[config.mk]
export PLATFORM = sky130hd
export DESIGN_NAME = prsc_seq
export DESIGN_NICKNAME = d
export VERILOG_FILES = /design/src/prsc_pkg.sv /design/src/prsc_regfile.sv /design/src/prsc_seq.sv
export VERILOG_INCLUDE_DIRS = /design/src
export SDC_FILE = /design/constraint.sdc
export NUM_CORES = 1
export LEC_CHECK = 0
export ABC_AREA = 1
export BUFFER_PORTS_ARGS = -buffer_cell sky130_fd_sc_hd__buf_2
export CAP_MARGIN = 20
export CORE_MARGIN = 2
export CORE_UTILIZATION = 35
export DETAILED_ROUTE_END_ITERATION = 10
export HOLD_SLACK_MARGIN = 0.15
export SLEW_MARGIN = 20
export SYNTH_ARGS = -nofsm -noshare
export SYNTH_HDL_FRONTEND = slang
export SYNTH_HIERARCHICAL = 1
export SYNTH_SLANG_ARGS = --single-unit
[constraint.sdc]
create_clock -name i_core_clk -period 1.5 [get_ports i_core_clk]
set_clock_uncertainty 0.15 [all_clocks]
set_input_delay 0.3 -clock i_core_clk [delete_from_list [all_inputs] [get_ports i_core_clk]]
set_output_delay 0.3 -clock i_core_clk [all_outputs]
set_load 0.01 [all_outputs]
[src/prsc_defs.svh]
// constants for the reset and suspend sequencer
`ifndef PRSC_DEFS_SVH
`define PRSC_DEFS_SVH

// ============================================================
// widths and depths
`define PRSC_DATA_W        8
`define PRSC_ADDR_W        3
`define PRSC_DEPTH         8
`define PRSC_NUM_PINS      3

// ============================================================
// field positions of the synchronised pin vector
`define PRSC_PIN_GLOBAL    0
`define PRSC_PIN_BUS       1
`define PRSC_PIN_SUSPEND   2

// ============================================================
// reset values
`define PRSC_REG_RST       8'h00
`define PRSC_PINS_RST      3'h7
`define PRSC_PME_RST       1'b0

// ============================================================
// timing counts, in core clock cycles
`define PRSC_SYNC_STAGES   3
`define PRSC_RD_LATENCY    2

`endif

[src/prsc_pkg.sv]
// shared types of the reset and suspend sequencer
`default_nettype none
`include "prsc_defs.svh"

package prsc_pkg;

   // ============================================================
   // operating states
   typedef enum logic [1:0]
   {
      PRSC_ST_GLOBAL_RST,
      PRSC_ST_BUS_RST,
      PRSC_ST_RUN,
      PRSC_ST_SUSPEND
   } prsc_state_t;

   // ============================================================
   // raw control pins, all active low
   typedef struct packed
   {
      logic suspend_n;
      logic bus_reset_in_n;
      logic global_reset_in_n;
   } prsc_pins_t;

   // ============================================================
   // internal register access from the surrounding logic
   typedef struct packed
   {
      logic                      wr;
      logic                      rd;
      logic [`PRSC_ADDR_W-1:0]   addr;
      logic [`PRSC_DATA_W-1:0]   wdata;
   } prsc_req_t;

   // ============================================================
   // pin drive: value plus active-low enable
   typedef struct packed
   {
      logic [`PRSC_DATA_W-1:0]   data;
      logic                      data_oe_n;
      logic                      pme_out;
      logic                      pme_oe_n;
   } prsc_drive_t;

endpackage

`default_nettype wire

[src/prsc_regfile.sv]
// internal register store with bulk clear and registered read
`timescale 1ns/1ps
`default_nettype none
`include "prsc_defs.svh"

module prsc_regfile
(
   input  wire logic                      i_core_clk,
   input  wire logic                      i_resetn,
   input  wire logic                      i_clr,
   input  wire logic                      i_we,
   input  wire logic [`PRSC_ADDR_W-1:0]   i_waddr,
   input  wire logic [`PRSC_DATA_W-1:0]   i_wdata,
   input  wire logic [`PRSC_ADDR_W-1:0]   i_raddr,
   output var  logic [`PRSC_DATA_W-1:0]   o_rdata
);

   // ============================================================
   // storage
   logic [`PRSC_DATA_W-1:0] mem_reg  [`PRSC_DEPTH];
   logic [`PRSC_DATA_W-1:0] mem_next [`PRSC_DEPTH];
   logic [`PRSC_DATA_W-1:0] rdata_reg;
   logic [`PRSC_DATA_W-1:0] rdata_next;

   // clear beats write so a reset never leaves a stray word
   always_comb
   begin
      for (int i = 0; i < `PRSC_DEPTH; i++)
      begin
         if (i_clr)
            mem_next[i] = `PRSC_REG_RST;
         else if (i_we && (i_waddr == i[`PRSC_ADDR_W-1:0]))
            mem_next[i] = i_wdata;
         else
            mem_next[i] = mem_reg[i];
      end
      rdata_next = i_clr ? `PRSC_REG_RST : mem_reg[i_raddr];
   end

   always_ff @(posedge i_core_clk or negedge i_resetn)
   begin
      if (!i_resetn)
      begin
         for (int i = 0; i < `PRSC_DEPTH; i++)
            mem_reg[i] <= `PRSC_REG_RST;
         rdata_reg <= `PRSC_REG_RST;
      end
      else
      begin
         for (int i = 0; i < `PRSC_DEPTH; i++)
            mem_reg[i] <= mem_next[i];
         rdata_reg <= rdata_next;
      end
   end

   assign o_rdata = rdata_reg;

endmodule // prsc_regfile

`default_nettype wire

[src/prsc_seq.sv]
// reset, suspend and pin-float sequencer for the bus-attached controller
`timescale 1ns/1ps
`default_nettype none
`include "prsc_defs.svh"

// Functional notes
// - global reset floats outputs, clears registers
// - global reset also clears wake context
// - bus reset keeps wake context across D3
// - suspend ignores global reset, keeps registers
// - suspend ignores bus reset, keeps registers
// - suspend floats every output
// - all bus pins sampled on rising edge
// - bus reset floats outputs, clears registers
// - no bus activity while bus reset held
// - operation restarts from defaults after release
module prsc_seq
   import prsc_pkg::*;
(
   input  wire logic                      i_core_clk,
   input  wire logic                      i_resetn,
   input  wire prsc_pins_t                i_pins,
   input  wire prsc_req_t                 i_req,
   input  wire logic                      i_bus_req,
   input  wire logic                      i_pme_event,
   input  wire logic                      i_pme_clr,
   output var  prsc_drive_t               o_drive,
   output var  logic [`PRSC_DATA_W-1:0]   o_rd_data,
   output var  logic                      o_rd_valid,
   output var  logic                      o_bus_grant,
   output var  logic                      o_pme_status,
   output var  prsc_state_t               o_state
);

   // ============================================================
   // pin synchronisers
   // pins arrive from outside the core clock; three stages each
   logic [`PRSC_NUM_PINS-1:0] pin_raw;
   logic [`PRSC_NUM_PINS-1:0] sync1_reg;
   logic [`PRSC_NUM_PINS-1:0] sync2_reg;
   logic [`PRSC_NUM_PINS-1:0] sync3_reg;
   logic [`PRSC_NUM_PINS-1:0] filt_reg;
   logic [`PRSC_NUM_PINS-1:0] filt_next;

   assign pin_raw = {i_pins.suspend_n,
                     i_pins.bus_reset_in_n,
                     i_pins.global_reset_in_n};

   // a change only counts once stages two and three agree
   genvar g;
   generate
      for (g = 0; g < `PRSC_NUM_PINS; g++)
      begin : g_filt
         always_comb
         begin
            if (sync2_reg[g] == sync3_reg[g])
               filt_next[g] = sync3_reg[g];
            else
               filt_next[g] = filt_reg[g];
         end
      end
   endgenerate

   // rising-edge sampling of every pin
   always_ff @(posedge i_core_clk or negedge i_resetn)
   begin
      if (!i_resetn)
      begin
         sync1_reg <= `PRSC_PINS_RST;
         sync2_reg <= `PRSC_PINS_RST;
         sync3_reg <= `PRSC_PINS_RST;
         filt_reg  <= `PRSC_PINS_RST;
      end
      else
      begin
         sync1_reg <= pin_raw;
         sync2_reg <= sync1_reg;
         sync3_reg <= sync2_reg;
         filt_reg  <= filt_next;
      end
   end

   // ============================================================
   // state decode
   // filtered pins are active low; suspend outranks both resets
   function automatic prsc_state_t decode_state
   (
      input logic [`PRSC_NUM_PINS-1:0] pins
   );
      prsc_state_t st;
      st = PRSC_ST_RUN;
      if (!pins[`PRSC_PIN_SUSPEND])
         st = PRSC_ST_SUSPEND;
      else if (!pins[`PRSC_PIN_GLOBAL])
         st = PRSC_ST_GLOBAL_RST;
      else if (!pins[`PRSC_PIN_BUS])
         st = PRSC_ST_BUS_RST;
      return st;
   endfunction

   // of the four states, wake context is wiped only by the global reset state
   function automatic logic is_global_rst
   (
      input prsc_state_t st
   );
      return (st == PRSC_ST_GLOBAL_RST);
   endfunction

   // ============================================================
   // state machine
   prsc_state_t state_reg;
   prsc_state_t state_next;
   logic        clr_regs;
   logic        running;

   always_comb
   begin
      state_next = decode_state(filt_reg);
   end

   // idle pins reset deasserted, so reset leaves straight for run
   always_ff @(posedge i_core_clk or negedge i_resetn)
   begin
      if (!i_resetn)
         state_reg <= PRSC_ST_GLOBAL_RST;
      else
         state_reg <= state_next;
   end

   // registers are cleared in either reset state, never in suspend
   always_comb
   begin
      case (state_reg)
         PRSC_ST_GLOBAL_RST:
         begin
            clr_regs = 1'b1;
            running  = 1'b0;
         end
         PRSC_ST_BUS_RST:
         begin
            clr_regs = 1'b1;
            running  = 1'b0;
         end
         PRSC_ST_SUSPEND:
         begin
            clr_regs = 1'b0;
            running  = 1'b0;
         end
         PRSC_ST_RUN:
         begin
            clr_regs = 1'b0;
            running  = 1'b1;
         end
         default:
         begin
            clr_regs = 1'b1;
            running  = 1'b0;
         end
      endcase
   end

   // ============================================================
   // internal register store
   logic                    we;
   logic [`PRSC_DATA_W-1:0] mem_rdata;

   // writes are dropped unless running, so suspend keeps contents
   assign we = running && i_req.wr;

   prsc_regfile u_regfile
   (
      .i_core_clk (i_core_clk),
      .i_resetn   (i_resetn),
      .i_clr      (clr_regs),
      .i_we       (we),
      .i_waddr    (i_req.addr),
      .i_wdata    (i_req.wdata),
      .i_raddr    (i_req.addr),
      .o_rdata    (mem_rdata)
   );

   // ============================================================
   // read path and returned read data
   logic                    rd_pend_reg;
   logic                    rd_pend_next;
   logic                    rd_valid_reg;
   logic                    rd_valid_next;
   logic [`PRSC_DATA_W-1:0] rd_data_reg;
   logic [`PRSC_DATA_W-1:0] rd_data_next;

   always_comb
   begin
      // a read in flight dies if the block leaves run
      rd_pend_next  = running && i_req.rd;
      rd_valid_next = running && rd_pend_reg;
      rd_data_next  = rd_valid_next ? mem_rdata : rd_data_reg;
      if (!running)
         rd_data_next = `PRSC_REG_RST;
   end

   always_ff @(posedge i_core_clk or negedge i_resetn)
   begin
      if (!i_resetn)
      begin
         rd_pend_reg  <= 1'b0;
         rd_valid_reg <= 1'b0;
         rd_data_reg  <= `PRSC_REG_RST;
      end
      else
      begin
         rd_pend_reg  <= rd_pend_next;
         rd_valid_reg <= rd_valid_next;
         rd_data_reg  <= rd_data_next;
      end
   end

   // ============================================================
   // bus activity
   // a grant lasts one cycle; a held request is granted again
   logic                    grant_reg;
   logic                    grant_next;

   always_comb
   begin
      grant_next = running && i_bus_req;
   end

   always_ff @(posedge i_core_clk or negedge i_resetn)
   begin
      if (!i_resetn)
         grant_reg <= 1'b0;
      else
         grant_reg <= grant_next;
   end

   // ============================================================
   // wake context
   // only global reset and i_pme_clr in run clear it; bus reset and suspend keep it
   logic pme_reg;
   logic pme_next;

   always_comb
   begin
      pme_next = pme_reg;
      if (i_pme_clr && running)
         pme_next = 1'b0;
      // set beats clear: a wake landing with a clear is kept
      if (i_pme_event && !is_global_rst(state_reg))
         pme_next = 1'b1;
      if (is_global_rst(state_reg))
         pme_next = `PRSC_PME_RST;
   end

   always_ff @(posedge i_core_clk or negedge i_resetn)
   begin
      if (!i_resetn)
         pme_reg <= `PRSC_PME_RST;
      else
         pme_reg <= pme_next;
   end

   // ============================================================
   // pin drive
   // every buffer floats unless running; enables are active low
   prsc_drive_t drive_reg;
   prsc_drive_t drive_next;

   // enables are registered, so they float one cycle after the state
   always_comb
   begin
      drive_next.data      = rd_data_next;
      drive_next.data_oe_n = ~rd_valid_next;
      drive_next.pme_out   = 1'b0;
      drive_next.pme_oe_n  = ~(running && pme_next);
   end

   always_ff @(posedge i_core_clk or negedge i_resetn)
   begin
      if (!i_resetn)
      begin
         drive_reg.data      <= `PRSC_REG_RST;
         drive_reg.data_oe_n <= 1'b1;
         drive_reg.pme_out   <= 1'b0;
         drive_reg.pme_oe_n  <= 1'b1;
      end
      else
         drive_reg <= drive_next;
   end

   // ============================================================
   // outputs
   assign o_drive      = drive_reg;
   assign o_rd_data    = rd_data_reg;
   assign o_rd_valid   = rd_valid_reg;
   assign o_bus_grant  = grant_reg;
   assign o_pme_status = pme_reg;
   assign o_state      = state_reg;

endmodule // prsc_seq

`default_nettype wire

==> results.json <==
{
  "status": "finished with violations",
  "violations": "negative setup slack",
  "wire_per_inst_um": 13.43,
  "cellLeakagePower_nw": 2.937,
  "power.density_nw_per_um2": 1235,
  "reg2reg_depth": 11,
  "cts_sinks": 100,
  "cp-start-kind": "flip-flop",
  "gr-usage-all-layers_pct": 16.19,
  "fin_util_pct": 45.19,
  "cts_made_buffers": 9,
  "final_hold_viol_count": 0,
  "max_slew_margin_pct": 62.91,
  "grt_pass1_vias": 3526,
  "hold_path_class": "input pin to flip-flop",
  "viasPerCell": 4.654,
  "grt_max_degree": 50,
  "drive_gt1_share_pct": 23.60,
  "first_pass_iters": 5,
  "hold-worst-slack_ns": 0.1948,
  "final_cell_mix": "165 x nand2_1, 85 x dfrtp_1, 79 x inv_1",
  "cts_root_buf": "clkbuf_16",
  "largest_reg_flops": 64,
  "finalNonFillerCells": 795,
  "cpMostUsedCell": "nand2_4",
  "synth_seq_area_share_pct": 55.07,
  "overflow": 0,
  "ioPinCount": 45,
  "nNetsFinal": 639,
  "htreeDepth": 3,
  "io_buffers": 43,
  "mostFrequentLayoutCell": "nand2_1",
  "rows": 41,
  "mappedNetlistArea_sq_um": 4576,
  "core_area_sq_um": 12670,
  "rsz0062_at_grt": "true",
  "antenna_found_initial": 0,
  "hold_depth": 5,
  "setup_viol": 61,
  "clk_pin_slew_ns": 0.07,
  "dp_hpwl_mm": 7.012,
  "area_growth_pct": 25.13,
  "cap_violations": 0,
  "start_util_pct": 36.11,
  "clk_latency_ns": 0.34,
  "placed_cell_area_sq_um": 5081,
  "wl_mm": 10.68,
  "globalplace.congestion": 0.8901,
  "worst_ep_required_time_ns": 1.62,
  "grt_pass1_wl_mm": 17.95,
  "placedCellCount": 761,
  "drc": 0,
  "fmax_ghz": 0.6261,
  "arrival_ns": 1.71,
  "worst_pin_slew_ns": 0.5542,
  "criticalPathCategory": "flip-flop to flip-flop",
  "syn_inst": 551,
  "antenna_cells": 0,
  "finalInstanceArea_sq_um": 5725,
  "cpMaxStageDelayCell": "dfrtp_1",
  "yosys_warnings": 6,
  "path_cells": "inv_2, nand2_4, nor2_4, buf_4, nand2_4, inv_4, nand2_2, nand2_4, buf_12, nand2_1, o21ai_1",
  "drt.antenna.violating_nets": 0,
  "cpPeakStageDelay_ns": 0.39,
  "fp.dieW_um": 118.3,
  "final_max_slew_viol_count": 0,
  "total_power_mw": 7.073,
  "die_h_um": 118.3,
  "drt-initial-drc-count": 316,
  "synth-seq-cells": 100,
  "num_vias": 3700,
  "min_period_ns": 1.597,
  "cts_tree": "yes",
  "synth.distinct_cells": 23,
  "postSynthAreaPerCell_sq_um": 8.304,
  "clockBufferDepth": 2,
  "die_area_sq_um": 14000,
  "fin_crit_sh_pct": 106.5,
  "worstPathMaxFanout": 8,
  "synth_fp_nets": 572,
  "endpoint_kind": "flip-flop",
  "max-vdd-ir-drop_mv": 0.5697,
  "fillCellCount": 1240,
  "fin_ws_ns": -0.09715
}
[power breakdown]
group	switching (mW)	internal, mW	total, mW
Clock	0.957	1.38	2.34
Combinational	0.931	0.589	1.52
Sequential	0.113	3.10	3.21
Total	2.00	5.07	7.07
[area by class of cell]
| class | instances | area, sq um | area share [%] |
|---|---|---|---|
| sequential | 100 | 2521 | 44.03 |
| multi-input combinational | 334 | 1627 | 28.41 |
| clock buffer | 12 | 256.5 | 4.480 |
| inverter | 89 | 349.1 | 6.097 |
| clock inverter | 4 | 48.80 | 0.8523 |
| tap | 172 | 215.2 | 3.759 |
| timing repair buffer | 84 | 708.2 | 12.37 |
[logic make-up after synthesis]
family,count (synthesis),share of synthesized area (%)
adders and majority gates,3,0.6563
DFF,100,55.07
AOI/OAI and AO/OA,70,8.477
other,1,0.08196
and+or+nand+nor,259,23.76
buffers and inverters,118,11.95
[routing by layer]
metal | up-vias | GRT usage (%) | wire (um)
met3 | 22 | 2.461 | 579
met1 | 1743 | 21.75 | 4785
met2 | 127 | 25.00 | 5010
li1 | 1808 | - | -
met5 | - | 0 | 0
met4 | 0 | 9.036 | 304
[synthesized netlist by cell type]
library cell,instances,share of area (%)
inv_1,82,6.7
buf_4,12,2.0
nand2_1,172,14
maj3_1,3,0.66
dfstp_2,14,8.0
nor2_8,1,0.44
o21ai_4,3,1.1
inv_2,6,0.49
o21ai_0,61,6.7
inv_4,1,0.14
nand2_2,4,0.55
nand2_4,3,0.74
a21oi_1,1,0.11
buf_2,9,0.98
nor2_1,28,2.3
dfrtp_1,86,47
conb_1,1,0.082
buf_6,6,1.5
nand3_1,49,5.4
clkbuf_1,2,0.16
o21ai_1,4,0.44
nor2_2,2,0.27
o21ai_2,1,0.19
[through the flow]
stage | TNS [ns] | worst slack [ns]
3_5_place_dp | -4.347 | -0.1821
5_1_grt | -8.462 | -0.2028
2_1_floorplan | -1.748 | -0.1104
3_3_place_gp | -2.745 | -0.1322
6_report | -2.369 | -0.09715
4_1_cts | -2.138 | -0.1044
[worst max-delay path: cells and delay by family (launching register included)]
kind,cells,cell delay [ns]
and+or+nand+nor,6,0.47
AOI/OAI and AO/OA,1,0.09
DFF,1,0.39
buffers and inverters,4,0.43
[final timing paths]
path	startpoint	to	slack (ns)
min in group asynchronous	i_resetn	u_regfile/mem_reg[43]	0.23
hold reg to reg	sync1_reg[1]	sync2_reg[1]	0.21
setup / recovery	o_state[0]	u_regfile/mem_reg[9]	-0.1
hold / removal	i_req[0]	u_regfile/mem_reg[32]	0.19
setup reg to reg	o_state[0]	u_regfile/mem_reg[9]	-0.1
max in group asynchronous	i_resetn	o_drive[2]	0.35
[repair_timing]
item	4_1_cts	5_1_grt
pin swaps	4	4
gates cloned	2	1
endpoints found under the hold margin	93	0
hold buffers	8	0
buffers inserted	6	1
resized for setup	40	31
setup endpoints to repair	65	70
No activity file was read; power rests on OpenSTA's default activity.
